## config.mk

```make
export PLATFORM = sky130hd
export DESIGN_NAME = ccd_readout_ctrl
export DESIGN_NICKNAME = d
export VERILOG_FILES = /design/src/hdl/ccd_pkg.sv /design/src/hdl/ccd_pix_if.sv /design/src/hdl/ccd_fifo.sv /design/src/hdl/ccd_hseq.sv /design/src/hdl/ccd_readout_ctrl.sv
export VERILOG_INCLUDE_DIRS = /design/src /design/src/hdl
export SDC_FILE = /design/constraint.sdc
export NUM_CORES = 1
export LEC_CHECK = 0
export BUFFER_PORTS_ARGS = -buffer_cell sky130_fd_sc_hd__buf_2
export CORE_MARGIN = 4
export CORE_UTILIZATION = 43
export DETAILED_ROUTE_END_ITERATION = 10
export PLACE_DENSITY = 0.6
export REMOVE_ABC_BUFFERS = 1
export SETUP_SLACK_MARGIN = 0.05
export SYNTH_ARGS = -nofsm -noshare
export SYNTH_HDL_FRONTEND = slang
export SYNTH_SLANG_ARGS = --single-unit
```

## constraint.sdc

```tcl
create_clock -name clock_in -period 4.3 [get_ports clock_in]
set_clock_uncertainty 0.2 [all_clocks]
set_input_delay 0.215 -clock clock_in [delete_from_list [all_inputs] [get_ports clock_in]]
set_output_delay 0.215 -clock clock_in [all_outputs]
set_load 0.005 [all_outputs]
```

## src/hdl/ccd_params.svh

```systemverilog
`ifndef CCD_PARAMS_SVH
`define CCD_PARAMS_SVH

// ==========================================================
// Clock and pixel timing
`define CCD_CLK_MHZ 32'h28
`define CCD_PIX_MAX_MHZ 32'hA
// Least pixel period, rounded up to whole clocks
`define CCD_PIX_CYC ((`CCD_CLK_MHZ + `CCD_PIX_MAX_MHZ - 32'h1) / `CCD_PIX_MAX_MHZ)
`define CCD_VSTEP_NS 32'h3E8
`define CCD_VSTEP_CYC ((`CCD_VSTEP_NS * `CCD_CLK_MHZ + 32'h3E7) / 32'h3E8)

// ==========================================================
// Geometry
`define CCD_VREG_COUNT 13'h101F
`define CCD_NUM_LINES 13'h1020
`define CCD_LINE_PIX 13'h1031
`define CCD_VID_W 16
`define CCD_FIFO_DEPTH 8

// ==========================================================
// Column boundaries, first pixel of each group
`define CCD_COL_TEST0 13'h000B
`define CCD_COL_INACT1 13'h000C
`define CCD_COL_DARK0 13'h000F
`define CCD_COL_DARK0_EDGE 13'h0022
`define CCD_COL_BUF0 13'h0023
`define CCD_COL_ACT 13'h0024
`define CCD_COL_BUF1 13'h1024
`define CCD_COL_DARK1 13'h1025
`define CCD_COL_TEST1 13'h102E
`define CCD_COL_INACT2 13'h102F

// ==========================================================
// Row boundaries, first line of each group
`define CCD_ROW_DARK0_EDGE 13'h0013
`define CCD_ROW_BUF0 13'h0014
`define CCD_ROW_ACT 13'h0015
`define CCD_ROW_BUF1 13'h1015
`define CCD_ROW_DARK1 13'h1016

`endif

```

## src/hdl/ccd_pkg.sv

```systemverilog
package ccd_pkg;

    // ==========================================================
    // Sample categories
    typedef enum logic [2:0] {
        CAT_INACTIVE,
        CAT_TEST,
        CAT_DARK,
        CAT_DARK_EDGE,
        CAT_BUFFER,
        CAT_ACTIVE
    } ccd_cat_t;

    // ==========================================================
    // Frame sequencer states
    typedef enum logic [2:0] {
        ST_IDLE,
        ST_INTEG,
        ST_VXFER,
        ST_HSHIFT,
        ST_HDRAIN
    } ccd_state_t;

endpackage

```

## src/hdl/ccd_pix_if.sv

```systemverilog
`timescale 1ns/10ps
interface ccd_pix_if #(
    parameter int W = 19
);
    logic valid;
    logic ready;
    logic [W-1:0] data;

    modport src (
        output valid,
        output data,
        input ready
    );
    modport snk (
        input valid,
        input data,
        output ready
    );
endinterface

```

## src/hdl/ccd_fifo.sv

```systemverilog
`timescale 1ns/10ps
module ccd_fifo #(
    parameter int W = 19,
    parameter int DEPTH = 8
) (
    input wire logic clock_in,
    input wire logic sys_rst_in,
    ccd_pix_if.snk push,
    ccd_pix_if.src pop
);
    localparam int AW = $clog2(DEPTH);

    logic [W-1:0] mem_q [DEPTH];
    logic [AW-1:0] wr_q;
    logic [AW-1:0] rd_q;
    logic [AW:0] cnt_q;
    logic out_vld_q;
    logic [W-1:0] out_data_q;

    wire full = (cnt_q == (AW+1)'(DEPTH));
    wire do_wr = push.valid && !full;
    // Output register refills whenever it is empty or being taken
    wire do_rd = (cnt_q != '0) && (!out_vld_q || pop.ready);

    assign push.ready = !full;
    assign pop.valid = out_vld_q;
    assign pop.data = out_data_q;

    // ==========================================================
    // Storage
    always_ff @(posedge clock_in) begin
        if (do_wr) begin
            mem_q[wr_q] <= push.data;
        end
    end

    // ==========================================================
    // Pointers and count
    always_ff @(posedge clock_in) begin
        if (sys_rst_in) begin
            wr_q <= '0;
            rd_q <= '0;
            cnt_q <= '0;
        end else begin
            if (do_wr) begin
                wr_q <= wr_q + 1'b1;
            end
            if (do_rd) begin
                rd_q <= rd_q + 1'b1;
            end
            cnt_q <= cnt_q + (AW+1)'(do_wr) - (AW+1)'(do_rd);
        end
    end

    // ==========================================================
    // Registered head
    always_ff @(posedge clock_in) begin
        if (sys_rst_in) begin
            out_vld_q <= 1'b0;
            out_data_q <= '0;
        end else if (do_rd) begin
            out_vld_q <= 1'b1;
            out_data_q <= mem_q[rd_q];
        end else if (pop.ready) begin
            out_vld_q <= 1'b0;
        end
    end
endmodule // ccd_fifo

```

## src/hdl/ccd_hseq.sv

```systemverilog
`timescale 1ns/10ps
`include "ccd_params.svh"
module ccd_hseq
    import ccd_pkg::*;
(
    input wire logic clock_in,
    input wire logic sys_rst_in,
    input wire logic go_in,
    output logic busy_out,
    output logic h1_out,
    output logic h2_out,
    output logic rg_out,
    output logic smp_out
);
    localparam logic [2:0] CNT_SMP = 3'h1;
    localparam logic [2:0] CNT_RG = 3'h2;

    logic run_q;
    logic [2:0] cnt_q;
    logic h1_q;
    logic h2_q;
    logic rg_q;
    logic smp_q;

    wire start = go_in && !run_q;
    // Run ends early so the next pixel's rise lands on the reset pulse end
    wire last = run_q && (cnt_q == 3'(`CCD_PIX_CYC - 32'h2));
    wire h1_d = start;

    assign busy_out = run_q;
    assign h1_out = h1_q;
    assign h2_out = h2_q;
    assign rg_out = rg_q;
    assign smp_out = smp_q;

    // ==========================================================
    // Pixel phase counter
    always_ff @(posedge clock_in) begin
        if (sys_rst_in) begin
            run_q <= 1'b0;
            cnt_q <= '0;
        end else if (start) begin
            run_q <= 1'b1;
            cnt_q <= '0;
        end else if (run_q) begin
            run_q <= !last;
            cnt_q <= cnt_q + 3'h1;
        end
    end

    // ==========================================================
    // Phase outputs; idle leaves H2 high for vertical transfers
    always_ff @(posedge clock_in) begin
        if (sys_rst_in) begin
            h1_q <= 1'b0;
            h2_q <= 1'b1;
            rg_q <= 1'b0;
            smp_q <= 1'b0;
        end else begin
            h1_q <= h1_d;
            h2_q <= !h1_d;
            smp_q <= run_q && (cnt_q == CNT_SMP);
            rg_q <= run_q && (cnt_q == CNT_RG);
        end
    end
endmodule // ccd_hseq

```

## src/hdl/ccd_readout_ctrl.sv

```systemverilog
`timescale 1ns/10ps
`include "ccd_params.svh"
module ccd_readout_ctrl
    import ccd_pkg::*;
(
    input wire logic clock_in,
    input wire logic sys_rst_in,
    input wire logic start_frame_in,
    input wire logic integrate_in,
    input wire logic [`CCD_VID_W-1:0] video_sample_in,
    input wire logic pix_ready_in,
    output logic vertical_phase_one_out,
    output logic vertical_phase_two_out,
    output logic horizontal_phase_one_out,
    output logic horizontal_phase_two_out,
    output logic reset_gate_out,
    output logic adc_sample_out,
    output logic pix_valid_out,
    output logic [`CCD_VID_W-1:0] pix_data_out,
    output logic [2:0] pix_cat_out,
    output logic [12:0] line_index_out,
    output logic frame_busy_out,
    output logic frame_done_out
);
    localparam int DW = `CCD_VID_W + 3;
    localparam logic [5:0] VSTEP_LAST = 6'(`CCD_VSTEP_CYC - 32'h1);
    localparam logic [1:0] VSTEP_UP = 2'h0;
    localparam logic [1:0] VSTEP_XFER = 2'h1;
    localparam logic [1:0] VSTEP_SETTLE = 2'h2;

    // ==========================================================
    // Category decoding
    function automatic ccd_cat_t col_cat(input logic [12:0] p);
        ccd_cat_t c;
        c = CAT_INACTIVE;
        if (p < `CCD_COL_TEST0) begin
            c = CAT_INACTIVE;
        end else if (p < `CCD_COL_INACT1) begin
            c = CAT_TEST;
        end else if (p < `CCD_COL_DARK0) begin
            c = CAT_INACTIVE;
        end else if (p < `CCD_COL_DARK0_EDGE) begin
            c = CAT_DARK;
        end else if (p < `CCD_COL_BUF0) begin
            c = CAT_DARK_EDGE;
        end else if (p < `CCD_COL_ACT) begin
            c = CAT_BUFFER;
        end else if (p < `CCD_COL_BUF1) begin
            c = CAT_ACTIVE;
        end else if (p < `CCD_COL_DARK1) begin
            c = CAT_BUFFER;
        end else if (p == `CCD_COL_DARK1) begin
            c = CAT_DARK_EDGE;
        end else if (p < `CCD_COL_TEST1) begin
            c = CAT_DARK;
        end else if (p < `CCD_COL_INACT2) begin
            c = CAT_TEST;
        end
        return c;
    endfunction

    function automatic ccd_cat_t row_cat(input logic [12:0] l);
        ccd_cat_t c;
        c = CAT_DARK;
        if (l < `CCD_ROW_DARK0_EDGE) begin
            c = CAT_DARK;
        end else if (l < `CCD_ROW_BUF0) begin
            c = CAT_DARK_EDGE;
        end else if (l < `CCD_ROW_ACT) begin
            c = CAT_BUFFER;
        end else if (l < `CCD_ROW_BUF1) begin
            c = CAT_ACTIVE;
        end else if (l < `CCD_ROW_DARK1) begin
            c = CAT_BUFFER;
        end else if (l == `CCD_ROW_DARK1) begin
            c = CAT_DARK_EDGE;
        end
        return c;
    endfunction

    // Dark, edge and buffer row tags override active and buffer columns; test, inactive and dark columns keep theirs
    function automatic ccd_cat_t pix_cat(input logic [12:0] p, input logic [12:0] l);
        ccd_cat_t cc;
        ccd_cat_t rc;
        ccd_cat_t c;
        cc = col_cat(p);
        rc = row_cat(l);
        c = cc;
        if (cc == CAT_TEST || cc == CAT_INACTIVE) begin
            c = cc;
        end else if (rc == CAT_DARK || rc == CAT_DARK_EDGE) begin
            c = (cc == CAT_ACTIVE || cc == CAT_BUFFER) ? rc : cc;
        end else if (rc == CAT_BUFFER && cc == CAT_ACTIVE) begin
            c = CAT_BUFFER;
        end
        return c;
    endfunction

    // ==========================================================
    // Pin synchronisers, three stages
    logic [1:0] s1_q;
    logic [1:0] s2_q;
    logic [1:0] s3_q;
    logic [1:0] pin_q;
    logic [1:0] pin_prev_q;

    wire [1:0] pin_d = (s2_q & s3_q) | (pin_q & (s2_q | s3_q));
    wire start_rise = pin_q[0] && !pin_prev_q[0];
    wire integ_lvl = pin_q[1];

    always_ff @(posedge clock_in) begin
        if (sys_rst_in) begin
            s1_q <= '0;
            s2_q <= '0;
            s3_q <= '0;
            pin_q <= '0;
            pin_prev_q <= '0;
        end else begin
            s1_q <= {integrate_in, start_frame_in};
            s2_q <= s1_q;
            s3_q <= s2_q;
            pin_q <= pin_d;
            pin_prev_q <= pin_q;
        end
    end

    // ==========================================================
    // Carriers and sub-blocks
    ccd_pix_if #(.W(DW)) push_if ();
    ccd_pix_if #(.W(DW)) pop_if ();

    ccd_fifo #(
        .W(DW),
        .DEPTH(`CCD_FIFO_DEPTH)
    ) u_fifo (
        .clock_in(clock_in),
        .sys_rst_in(sys_rst_in),
        .push(push_if.snk),
        .pop(pop_if.src)
    );

    logic hs_go;
    logic hs_busy;
    logic hs_smp;

    ccd_hseq u_hseq (
        .clock_in(clock_in),
        .sys_rst_in(sys_rst_in),
        .go_in(hs_go),
        .busy_out(hs_busy),
        .h1_out(horizontal_phase_one_out),
        .h2_out(horizontal_phase_two_out),
        .rg_out(reset_gate_out),
        .smp_out(hs_smp)
    );

    assign adc_sample_out = hs_smp;
    assign pop_if.ready = pix_ready_in;
    assign pix_valid_out = pop_if.valid;
    assign pix_data_out = pop_if.data[`CCD_VID_W-1:0];
    assign pix_cat_out = pop_if.data[DW-1:`CCD_VID_W];

    // ==========================================================
    // Sequencer state
    ccd_state_t st_q;
    ccd_state_t st_d;
    logic [12:0] pix_q;
    logic [12:0] line_q;
    logic [1:0] vstep_q;
    logic [5:0] vcnt_q;
    logic v1_q;
    logic v2_q;
    ccd_cat_t cat_q;
    logic pv_q;
    logic [DW-1:0] pdata_q;
    logic busy_q;
    logic done_q;

    // A held sample must leave before the next pixel starts, so a full
    // FIFO stalls the horizontal clocks rather than dropping data
    wire push_free = !pv_q || push_if.ready;
    wire pix_last = (pix_q == `CCD_LINE_PIX - 13'h1);
    wire line_last = (line_q == `CCD_NUM_LINES - 13'h1);
    wire vstep_end = (vcnt_q == VSTEP_LAST);
    wire vxfer_end = vstep_end && (vstep_q == VSTEP_SETTLE);
    wire hs_idle = !hs_busy && !hs_go;
    wire frame_end = (st_q == ST_HDRAIN) && hs_idle && line_last;

    assign hs_go = (st_q == ST_HSHIFT) && !hs_busy && push_free;
    assign push_if.valid = pv_q;
    assign push_if.data = pdata_q;

    // ==========================================================
    // Next-state decode
    always_comb begin
        st_d = st_q;
        unique case (st_q)
            ST_IDLE: begin
                if (start_rise) begin
                    st_d = ST_VXFER;
                end else if (integ_lvl) begin
                    st_d = ST_INTEG;
                end
            end
            ST_INTEG: begin
                if (start_rise) begin
                    st_d = ST_VXFER;
                end else if (!integ_lvl) begin
                    st_d = ST_IDLE;
                end
            end
            ST_VXFER: begin
                if (vxfer_end) begin
                    st_d = ST_HSHIFT;
                end
            end
            ST_HSHIFT: begin
                if (hs_go && pix_last) begin
                    st_d = ST_HDRAIN;
                end
            end
            ST_HDRAIN: begin
                if (hs_idle) begin
                    st_d = line_last ? ST_IDLE : ST_VXFER;
                end
            end
        endcase
    end

    always_ff @(posedge clock_in) begin
        if (sys_rst_in) begin
            st_q <= ST_IDLE;
        end else begin
            st_q <= st_d;
        end
    end

    // ==========================================================
    // Vertical phase stepping; both low outside transfers
    wire v1_d = (st_q == ST_VXFER) && (vstep_q == VSTEP_UP) && !vstep_end;
    wire v2_d = (st_q == ST_VXFER) && (vstep_q == VSTEP_XFER) && !vstep_end;

    always_ff @(posedge clock_in) begin
        if (sys_rst_in) begin
            vstep_q <= VSTEP_UP;
            vcnt_q <= '0;
            v1_q <= 1'b0;
            v2_q <= 1'b0;
        end else begin
            v1_q <= v1_d || ((st_d == ST_VXFER) && (st_q != ST_VXFER));
            v2_q <= v2_d || ((st_q == ST_VXFER) && vstep_end && (vstep_q == VSTEP_UP));
            if (st_q != ST_VXFER) begin
                vstep_q <= VSTEP_UP;
                vcnt_q <= '0;
            end else if (vstep_end) begin
                vstep_q <= vstep_q + 2'h1;
                vcnt_q <= '0;
            end else begin
                vcnt_q <= vcnt_q + 6'h1;
            end
        end
    end

    assign vertical_phase_one_out = v1_q;
    assign vertical_phase_two_out = v2_q;

    // ==========================================================
    // Pixel and line counters
    always_ff @(posedge clock_in) begin
        if (sys_rst_in) begin
            pix_q <= '0;
            line_q <= '0;
            cat_q <= CAT_INACTIVE;
        end else begin
            if ((st_q == ST_IDLE || st_q == ST_INTEG) && start_rise) begin
                line_q <= '0;
            end else if ((st_q == ST_HDRAIN) && hs_idle && !line_last) begin
                line_q <= line_q + 13'h1;
            end
            if (st_q == ST_VXFER) begin
                pix_q <= '0;
            end else if (hs_go) begin
                pix_q <= pix_q + 13'h1;
                cat_q <= pix_cat(pix_q, line_q);
            end
        end
    end

    // ==========================================================
    // Sample capture; inverted so more charge gives a larger code
    always_ff @(posedge clock_in) begin
        if (sys_rst_in) begin
            pv_q <= 1'b0;
            pdata_q <= '0;
        end else if (hs_smp) begin
            pv_q <= 1'b1;
            pdata_q <= {cat_q, ~video_sample_in};
        end else if (push_if.ready) begin
            pv_q <= 1'b0;
        end
    end

    // ==========================================================
    // Status
    always_ff @(posedge clock_in) begin
        if (sys_rst_in) begin
            busy_q <= 1'b0;
            done_q <= 1'b0;
        end else begin
            busy_q <= (st_d == ST_VXFER) || (st_d == ST_HSHIFT) || (st_d == ST_HDRAIN);
            done_q <= frame_end;
        end
    end

    assign frame_busy_out = busy_q;
    assign frame_done_out = done_q;
    assign line_index_out = line_q;

    // Pixel period is 4 clocks at 40 MHz, the 10 MHz ceiling
endmodule // ccd_readout_ctrl

```

[Word level (Yosys, flattened, before mapping)]
Memory sizes are Yosys's and may differ from the RTL's. A register that Yosys moved wholly into a read port is not among the register bits.
Cells that the tools add are included.
Word-level totals
  register bits: 92
  latch bits: 0
  RAM bits: 152
  bits in read-only memories: 0
  input bits: 21
  word-level logic and storage cells: 181
  memories kept: 1
Cells by class
  $add $sub $neg: 9
  multiply operators: 0
  divide/modulo/power cells: 0
  $lt $le $gt $ge: 15
  equal/unequal tests: 25
  shift operators: 0
  multiplexer cells: 44
  bitwise operators: 6
  reduce and logical (&&, ||, !) cells: 54
Memories
  u_fifo.mem_q: depth 8, bits a word 19, rd ports 1, clocked after Yosys merged registers in 1, write ports 1, RTL line ccd_fifo.sv:13  | logic [W-1:0] mem_q [DEPTH];
Operators with widths (count)
  3-bit 2-to-1 mux: 30
  13-bit less-than comparator, second input constant: 6
  13-bit == test, second input constant: 4
  13-bit by 4-bit less-than comparator with 1-bit output, second input constant: 3
  13-bit by 5-bit less-than comparator with 1-bit output, second input constant: 3
  13-bit by 6-bit less-than comparator with 1-bit output, second input constant: 3
  13-bit by 1-bit adder with 13-bit output, second input constant: 2
  1-bit logical AND: 23
  3-bit by 2-bit == test with 1-bit output, second input constant: 7
  16-bit inverter: 1
  3-bit == test, second input constant: 5
  3-bit case mux with 5 select lines: 1
  1-bit logical NOT: 10
  1-bit logical OR: 10
  1-bit 2-to-1 mux: 10
  3-bit by 1-bit adder with 3-bit output, second input constant: 3
  3-bit by 1-bit == test with 1-bit output, second input constant: 3
  2-bit OR reduction: 4
  6-bit by 1-bit adder with 6-bit output, second input constant: 1
  6-bit == test, second input constant: 1
  3-bit logical NOT: 2
  2-bit 2-to-1 mux: 3
  4-bit by 1-bit adder with 4-bit output: 1
  2-bit AND: 2
  other kinds (14): 15

[Longest topological paths before layout]
Gate-level depths: netlist of run 1.
  word-level depth: 20
  mapped depth: 11
  depth with buffers taken out: 10

[Cells and area by module]
From an unflattened synthesis of run 1, not the netlist that was laid out.
Second synthesis, totals
  cell total of the unflattened synthesis: 794
  area total of the unflattened synthesis: 10517.6 um^2
By module, submodules not included
  ccd_fifo: times used 1, cells each 397, area an instance 6936.7 um^2, sequential area each 5165.0 um^2
  ccd_readout_ctrl: times used 1, cells each 366, area an instance 3251.9 um^2, sequential area each 1461.4 um^2
  ccd_hseq: times used 1, cells each 31, area an instance 329.1 um^2, sequential area each 160.2 um^2

[Worst setup path before layout of run 1]
Ideal clock, no wire load.
  path type: register -> register
  from: reg u_fifo.cnt_q[2]
  to: mem u_fifo.mem_q[1][0] (enable)
  library setup time: 419 ps
  arrival time: 2427 ps
  data required time: 3681 ps
  slack: 1254 ps
  cell stages (with the launch flop): 6
  path buffers: 0
  path through: dfxtp_1 inv_1 ha_1 a21boi_1 nand2_1 nor3_1
On the way
  word-level cells in the longest chain between the ends: 5
Ends and longest elaborated chain
  start: declaration: RTL line ccd_fifo.sv:16  | logic [AW:0] cnt_q;
  start signal: assignment: RTL line ccd_fifo.sv:51  | cnt_q <= cnt_q + (AW+1)'(do_wr) - (AW+1)'(do_rd);
  4-bit == test: RTL line ccd_fifo.sv:20  | wire full = (cnt_q == (AW+1)'(DEPTH));
  1-bit logical NOT: RTL line ccd_fifo.sv:21  | wire do_wr = push.valid && !full;
  1-bit logical AND: RTL line ccd_fifo.sv:21
  net u_fifo.do_wr: RTL line ccd_fifo.sv:21
  1-bit 2-to-1 mux: RTL line ccd_fifo.sv:32  | if (do_wr) begin
  1-bit 2-to-1 mux (implied by the code): RTL line ccd_fifo.sv:33  | mem_q[wr_q] <= push.data;
  end: declaration: RTL line ccd_fifo.sv:13
The timed path passes the listed nets, and every way through them passes these cells.

[Worst setup path after layout of run 1]
  from: reg u_fifo.cnt_q[2]
  to: reg u_fifo.cnt_q[3]
On the way
  word-level cells in the longest chain between the ends: 5
  elaborated cells between the ends (all ways): 7
  those cells by class: add/sub: 2; eq/ne: 1; reduce/logical: 4
Ends and longest elaborated chain (RTL line)
  4-bit == test: ccd_fifo.sv:20
  1-bit logical NOT: ccd_fifo.sv:21
  1-bit logical AND: ccd_fifo.sv:21
  4-bit by 1-bit adder with 4-bit output: ccd_fifo.sv:51
  4-bit by 1-bit subtractor with 4-bit output (*): ccd_fifo.sv:51
Mark *: on every way between the ends. The rest lies on a longest branch, timed or not.
A chain may end at the register's enable or synchronous reset.

==> results of run 1 <==
state kept, by name, summed over array words and instances, names as in the netlist, 3 cells and up:
register         cells
u_fifo.rd_q          3
u_hseq.cnt_q         3
st_q                 3
line_index_out      13
pdata_q             19
u_fifo.mem_q       152
pix_q               13
u_fifo.pop.data     19
u_fifo.wr_q          3
vcnt_q               6
u_fifo.cnt_q         4
cat_q                3
worst max path at each step:
stage	start	end	slack (ns)	cells after the start
after floorplan	u_fifo.cnt_q[2]	u_fifo.cnt_q[2]	0.68	10
after global placement	u_fifo.cnt_q[2]	u_fifo.cnt_q[2]	1.68	11
after detailed placement	u_fifo.cnt_q[2]	u_fifo.cnt_q[2]	1.57	11
after CTS	u_fifo.cnt_q[2]	u_fifo.cnt_q[3]	1.58	11
after global routing	u_fifo.cnt_q[2]	u_fifo.cnt_q[3]	1.45	11
final	u_fifo.cnt_q[2]	u_fifo.cnt_q[3]	1.61	11
synthesized netlist by cell type (9+ instances only):
cell	number	area share, %
sky130_fd_sc_hd__nor3_1	14	0.67
sky130_fd_sc_hd__xnor2_1	16	1.3
sky130_fd_sc_hd__nand2_1	24	0.86
sky130_fd_sc_hd__buf_1	9	0.32
sky130_fd_sc_hd__buf_2	10	0.48
sky130_fd_sc_hd__a21oi_1	19	0.90
sky130_fd_sc_hd__ha_1	19	2.3
sky130_fd_sc_hd__mux4_2	38	8.1
sky130_fd_sc_hd__mux2i_1	29	2.8
sky130_fd_sc_hd__o21ai_0	12	0.57
sky130_fd_sc_hd__inv_1	22	0.78
sky130_fd_sc_hd__nor2b_1	11	0.65
sky130_fd_sc_hd__nand3_1	18	0.86
sky130_fd_sc_hd__edfxtp_1	152	43
sky130_fd_sc_hd__nor2_1	95	3.4
sky130_fd_sc_hd__clkbuf_1	20	0.71
sky130_fd_sc_hd__dfxtp_1	111	21
sky130_fd_sc_hd__xor2_1	18	1.5
sky130_fd_sc_hd__a211oi_1	38	2.7
critical path: stages, from the launching register on:
cell and delay, ns:
sky130_fd_sc_hd__dfxtp_1 0.31, sky130_fd_sc_hd__inv_1 0.07, sky130_fd_sc_hd__ha_1 0.24, sky130_fd_sc_hd__a21boi_4 0.13, sky130_fd_sc_hd__buf_4 0.42, sky130_fd_sc_hd__ha_1 0.29
sky130_fd_sc_hd__inv_1 0.06, sky130_fd_sc_hd__ha_1 0.27, sky130_fd_sc_hd__a21o_1 0.18, sky130_fd_sc_hd__a21oi_1 0.18, sky130_fd_sc_hd__xnor2_1 0.14, sky130_fd_sc_hd__nor2_1 0.05
power by group:
| group | total, mW | internal, mW | leakage [nW] | switching, mW |
|---|---|---|---|---|
| registers | 2.87 | 2.76 | 2.31 | 0.109 |
| clock network | 2.29 | 1.37 | 0.436 | 0.923 |
| logic | 1.04 | 0.537 | 1.47 | 0.502 |
repair_timing:
| action | 4_1_cts | 5_1_grt |
|---|---|---|
| endpoints found under the setup margin | 0 | 0 |
| hold endpoints to repair | 19 | 0 |
| hold buffers | 19 | 0 |
final cells by class:
| cell class | instances | area share (%) |
|---|---|---|
| flip-flops and latches | 263 | 55.3 |
| clock buffers | 42 | 6.65 |
| well taps | 324 | 3.30 |
| multi-input cells | 434 | 28.5 |
| inverters | 22 | 0.673 |
| repair buffers | 95 | 4.95 |
| clock inverters | 9 | 0.612 |
metal layers:
layer	vias up	wire length, µm	GRT usage [%]
met1	3101	8960	19.9
met4	0	431	3.86
met5	-	0	0
met3	34	863	2.55
met2	130	10600	28.1
li1	3006	-	-
metrics by stage:
step / instance area (µm²) / worst slack (ns) / hold WS (ns)
4_1_cts: 12300 / 1.58 / 0.0532
5_1_grt: 12300 / 1.45 / 0.0901
3_5_place_dp: 11200 / 1.57 / 0.203
3_3_place_gp: 11200 / 1.68 / 0.200
2_1_floorplan: 10300 / 0.684 / 0.0817
6_report: 12300 / 1.61 / 0.0526
cell families after synthesis:
family / Yosys count / synth area share [%]
AO/OA/AOI/OAI: 96 / 6.34
buffers and inverters: 64 / 2.54
multiplexers: 68 / 11.0
adder cells (fa/ha/maj): 20 / 2.45
AND/OR/NAND/NOR: 216 / 10.4
XOR/XNOR: 34 / 2.83
flip-flops: 263 / 64.4
==> insert_results.sql, run 1 <==
INSERT INTO impl_metrics (metric_group, metric, value, unit) VALUES
('timing', 'finalCritPeriodShare', '62.6', '%'),
('timing', 'grt_setup_unrepaired', 'no', ''),
('grt', 'grt_util_all_layers', '15.7', '%'),
('status', 'status', 'complete, no violations', ''),
('worst_setup_path', 'worstPathMaxFanout', '42', ''),
('synthesis', 'synth_area_per_inst', '13.8', 'µm²'),
('drt', 'drt_pre_antenna_iters', '4', ''),
('cells_and_area', 'fin_cells', '1189', ''),
('timing', 'period_minus_slack', '2.69', 'ns'),
('drt', 'vias_per_cell', '5.27', ''),
('power', 'power_per_cell_area', '505', 'nW/µm²'),
('die', 'core_box_area', '24200', 'µm²'),
('drt', 'wl', '20900', 'µm'),
('grt', 'grt_antenna_before_repair', '0', ''),
('grt', 'grt_overflow', '0', ''),
('hold_path', 'hold_start', 'sys_rst_in', ''),
('timing', 'timing_worst_slew_pin_value', '1.22', 'ns'),
('cells_and_area', 'fillCellCount', '2051', ''),
('worst_setup_path', 'cp-end-kind', 'register', ''),
('die', 'die_area', '27100', 'µm²'),
('worst_setup_path', 'worst_setup_sp_type', 'register', ''),
('synthesis', 'synth.distinct_cells', '60', ''),
('synthesis', 'number_of_flops_mapped_to_enable_cells_by_yosys', '152', ''),
('hold_path', 'min-delay-path-class', 'in -> reg', ''),
('cells_and_area', 'finalCoreUtilization', '50.8', '%'),
('power', 'power.ir.vdd_worst', '257', 'µV'),
('drt', 'wl_per_cell', '17.5', 'µm'),
('timing', 'max-slew-margin-rel', '18.7', '%'),
('hold_path', 'worstHoldPathCells', '2', ''),
('worst_setup_path', 'critical_path.reg2reg.startpoint', 'u_fifo.cnt_q[2]', ''),
('place', 'finalWeightedCongestion', '0.833', ''),
('clock_tree', 'cts_max_path_buffers', '3', ''),
('clock_tree', 'clockRootBuffer', 'sky130_fd_sc_hd__clkbuf_16', ''),
('synthesis', 'synthesis_warning_total', '0', ''),
('clock_tree', 'postCtsSetupRepairBufs', '0', ''),
('cells_and_area', 'register_area', '6790', 'µm²'),
('timing', 'report.final.slew_viol_count', '0', ''),
('die', 'die_width', '165', 'µm'),
('clock_tree', 'clk_transition_reported_paths', '0.06', 'ns'),
('worst_setup_path', 'rr_endpoint', 'u_fifo.cnt_q[3]', ''),
('clock_tree', 'cts_tree', 'built', ''),
('drt', 'ant_nets', '0', ''),
('clock_tree', 'worst_skew_pair.late_latency', '0.53', 'ns'),
('clock_tree', 'cts-htree-levels', '1', ''),
('die', 'io_pins', '62', ''),
('drt', 'drt_iter0_markers', '349', ''),
('drt', 'dr_total_vias', '6271', ''),
('timing', 'clock.fmax', '371', 'MHz'),
('run', 'cap_viol_max_count', '0', ''),
('worst_setup_path', 'regToRegSetupSlack', '1.61', 'ns'),
('cells_and_area', 'most_frequent_standard_cell_in_the_layout_excluding_fill_and_tap_cells', 'sky130_fd_sc_hd__edfxtp_1', ''),
('power', 'design_power_total', '6.19', 'mW'),
('place', 'port_buffers', '61', ''),
('worst_setup_path', 'worstRegToRegCells', '11', ''),
('place', 'dpl.hpwl', '12600', 'µm'),
('cells_and_area', 'areaGrowthSynthToFinish', '16.5', '%'),
('die', 'initial_core_util', '43.6', '%'),
('timing', 'aggregate_negative_setup_slack', '0', 'ns'),
('grt', 'grt_start_max_net_pins', '43', ''),
('synthesis', 'ys_async_sr_fraction', '0', '%'),
('synthesis', 'yosys_register_bits', '263', ''),
('die', 'floorplan.rows', '57', ''),
('timing', 'hold_violations', '0', ''),
('synthesis', 'ys_dominant_reg_cell', 'sky130_fd_sc_hd__edfxtp_1', ''),
('synthesis', 'syn-cell-area', '10500', 'µm²'),
('drt', 'remaining_drc_errors', '0', ''),
('synthesis', 'synthesis.instances', '761', ''),
('clock_tree', 'post_cts_resize_count', '0', ''),
('clock_tree', 'cts_sinks', '263', ''),
('timing', 'final_setup_viols', '0', ''),
('synthesis', 'ys_seq_area_share', '64.4', '%');
(Power assumes the default switching activity.)
==> run 2: changes to the inputs <==
==> constraint.sdc (replaced) <==
create_clock -name clock_in -period 2.5 [get_ports clock_in]
set_clock_uncertainty 0.2 [all_clocks]
set_input_delay 0.125 -clock clock_in [delete_from_list [all_inputs] [get_ports clock_in]]
set_output_delay 0.125 -clock clock_in [all_outputs]
set_load 0.005 [all_outputs]
==> run 2 against run 1 <==
- sequential share of layout area fell by 0.94 points
- count of clock-buffer cells in the layout shrank 2
- largest power group unchanged
- via count decreased by 0.33%
==> insert_results.sql, run 2 (synthesis gave the netlist of run 1 again) <==
INSERT INTO impl_metrics (metric_group, metric, value, unit) VALUES
('status', 'status', 'complete, no violations', ''),
('cells_and_area', 'layout.nets', '897', ''),
('power', 'switching_power', '2.73', 'mW'),
('drt', 'wl', '20400', 'µm'),
('cells_and_area', 'multi_input_area', '3500', 'µm²'),
('die', 'core_box_area', '24200', 'µm²'),
('power', 'comb_power_share', '17.4', '%'),
('hold_path', 'min-delay-path-class', 'in -> reg', ''),
('timing', 'post-route-worst-setup-slack', '0.199', 'ns'),
('cells_and_area', 'number_of_flip_flops_in_the_largest_register', '152', ''),
('clock_tree', 'cts_tree', 'built', ''),
('worst_setup_path', 'setup.worst_path.class', 'reg -> reg', ''),
('drt', 'ant_nets', '0', ''),
('die', 'initial_core_util', '43.6', '%'),
('timing', 'clock.fmax', '435', 'MHz'),
('power', 'design_power_total', '10.8', 'mW'),
('drt', 'vias_per_cell', '5.20', ''),
('timing', 'report.final.slew_viol_count', '0', ''),
('power', 'power.ir.vdd_worst', '448', 'µV'),
('cells_and_area', 'register_area', '6790', 'µm²'),
('timing', 'max-slew-margin-rel', '56.9', '%'),
('worst_setup_path', 'cp.required', '2.70', 'ns'),
('worst_setup_path', 'cp_top_family', 'adder cells', ''),
('worst_setup_path', 'worst-path-buf-inv', '2', ''),
('die', 'io_pins', '62', ''),
('clock_tree', 'clk_transition_reported_paths', '0.06', 'ns'),
('clock_tree', 'clockRootBuffer', 'sky130_fd_sc_hd__clkbuf_16', ''),
('power', 'internal_power', '8.03', 'mW'),
('drt', 'wl_per_cell', '17.0', 'µm'),
('clock_tree', 'postCtsSetupRepairBufs', '0', ''),
('clock_tree', 'cts_made_buffers', '29', ''),
('run', 'cap_viol_max_count', '0', ''),
('timing', 'finalCritPeriodShare', '92.1', '%'),
('cells_and_area', 'areaGrowthSynthToFinish', '18.6', '%'),
('power', 'power_leakage', '4.30', 'nW'),
('place', 'finalWeightedCongestion', '0.777', ''),
('cells_and_area', 'most_frequent_standard_cell_in_the_layout_excluding_fill_and_tap_cells', 'sky130_fd_sc_hd__edfxtp_1', ''),
('grt', 'grt_overflow', '0', ''),
('grt', 'grt_pass1_wl', '34000', 'µm'),
('drt', 'drt_iter0_markers', '411', ''),
('timing', 'hold_violations', '0', ''),
('cells_and_area', 'fillCellCount', '2062', ''),
('timing', 'timing_worst_slew_pin_value', '0.631', 'ns'),
('cells_and_area', 'layout.cells.most_common_list', 'sky130_fd_sc_hd__edfxtp_1 (152), sky130_fd_sc_hd__dfxtp_1 (110), sky130_fd_sc_hd__nor2_1 (95)', ''),
('grt', 'grt_start_max_net_pins', '55', ''),
('clock_tree', 'cts_sinks', '263', ''),
('clock_tree', 'cts-htree-levels', '1', ''),
('cells_and_area', 'antennaDiodeCount', '0', ''),
('clock_tree', 'post_cts_resize_count', '0', ''),
('place', 'dp_worst_setup_slack', '0.185', 'ns'),
('place', 'port_buffers', '61', ''),
('grt', 'grt_antenna_before_repair', '0', ''),
('cells_and_area', 'top_register', 'u_fifo.mem_q', ''),
('worst_setup_path', 'worstPathMaxFanout', '5', ''),
('power', 'p_sw_share', '25.3', '%'),
('clock_tree', 'cts_hold_bufs', '21', ''),
('grt', 'first_global_vias', '6522', ''),
('grt', 'grt_util_all_layers', '15.5', '%'),
('power', 'power_per_cell_area', '861', 'nW/µm²'),
('power', 'power.clock.fraction', '37.0', '%'),
('die', 'die_area', '27100', 'µm²'),
('drt', 'dr_total_vias', '6250', ''),
('die', 'floorplan.rows', '57', ''),
('drt', 'drt_pre_antenna_iters', '4', ''),
('timing', 'grt_setup_unrepaired', 'no', ''),
('worst_setup_path', 'timing.critical_path.cells', 'nor2_1 -> a21boi_4 -> ha_1 -> inv_1 -> ha_1 -> inv_1 -> fa_1 -> xor2_1 -> nor2_1', ''),
('worst_setup_path', 'worst_setup_sp_type', 'register', ''),
('clock_tree', 'worst_skew_pair.late_latency', '0.55', 'ns'),
('drt', 'remaining_drc_errors', '0', ''),
('cells_and_area', 'drive_above_1_share', '20.1', '%'),
('timing', 'hold_slack', '0.0888', 'ns'),
('worst_setup_path', 'cp-end-kind', 'register', ''),
('die', 'fp.dieH', '165', 'µm'),
('worst_setup_path', 'crit_slowest_cell', 'sky130_fd_sc_hd__fa_1', ''),
('clock_tree', 'cts_max_path_buffers', '3', ''),
('power', 'power_frac_seq', '45.6', '%'),
('timing', 'period_minus_slack', '2.30', 'ns'),
('place', 'dpl.hpwl', '12900', 'µm'),
('timing', 'final_setup_viols', '0', ''),
('die', 'die_width', '165', 'µm'),
('worst_setup_path', 'crit_arrival', '2.50', 'ns'),
('worst_setup_path', 'slowest_delay', '0.38', 'ns');
## run 2: changes by cell type in the layout (fill, tap and decap cells not counted)
cell,previous run,this run
sky130_fd_sc_hd__clkbuf_1,8,9
sky130_fd_sc_hd__inv_6,0,1
sky130_fd_sc_hd__inv_16,0,1
sky130_fd_sc_hd__clkinvlp_4,1,0
sky130_fd_sc_hd__clkbuf_2,1,0
sky130_fd_sc_hd__clkbuf_8,4,2
sky130_fd_sc_hd__buf_12,0,9
sky130_fd_sc_hd__clkinv_4,0,1
sky130_fd_sc_hd__clkinv_1,3,6
sky130_fd_sc_hd__dlygate4sd3_1,19,21
## run 2: final cells by class
cell class | instances | share of cell area (%)
timing repair buffer | 106 | 6.47
tap | 324 | 3.25
multi-input combinational | 434 | 28.0
clock inverter | 14 | 0.932
clock buffer | 40 | 6.30
inverter | 22 | 0.661
sequential | 263 | 54.4
## run 2: per-stage QoR
step | setup TNS (ns) | util [%] | cells | area (µm²)
after floorplan | -37.28 | - | 719 | 10300
after detailed placement | 0 | 47.0 | 1128 | 11400
final | 0 | 51.6 | 1203 | 12500
after CTS | 0 | 51.6 | 1203 | 12500
after global routing | 0 | 51.6 | 1203 | 12500
after global placement | 0 | 47.0 | 1128 | 11400
## run 2: routing by layer
layer	vias up	global-route usage, %	routed length [µm]
li1	3031	-	-
met1	3078	20.6	9110
met2	111	27.3	10200
met3	30	2.42	755
met4	0	3.33	399
met5	-	0	0
## run 2: worst register-to-register path: stages (launching register included)
cell and delay [ns]:
sky130_fd_sc_hd__dfxtp_1 0.36, sky130_fd_sc_hd__nor2_1 0.31, sky130_fd_sc_hd__a21boi_4 0.10, sky130_fd_sc_hd__ha_1 0.30, sky130_fd_sc_hd__inv_1 0.07, sky130_fd_sc_hd__ha_1 0.18, sky130_fd_sc_hd__inv_1 0.07, sky130_fd_sc_hd__fa_1 0.38
sky130_fd_sc_hd__xor2_1 0.15, sky130_fd_sc_hd__nor2_1 0.05
## run 2: final timing paths
kind / startpoint / to / slack [ns] / cells after the start
worst min-delay path: video_sample_in[9] / pdata_q[9] / 0.09 / 3
worst max register to register: u_fifo.cnt_q[1] / u_fifo.cnt_q[2] / 0.20 / 9
worst max-delay path: u_fifo.cnt_q[1] / u_fifo.cnt_q[2] / 0.20 / 9
worst min register to register: s1_q[0] / s2_q[0] / 0.24 / 1
## run 2: power by group through the flow
stage | sequential [mW] | combinational [mW] | clock [mW]
2_1_floorplan | 5.14 | 1.13 | 0
4_1_cts | 4.90 | 1.93 | 4.10
6_report | 4.90 | 1.87 | 3.98
3_3_place_gp | 4.99 | 1.84 | 0
3_5_place_dp | 4.99 | 1.90 | 0
5_1_grt | 4.93 | 2.09 | 4.29
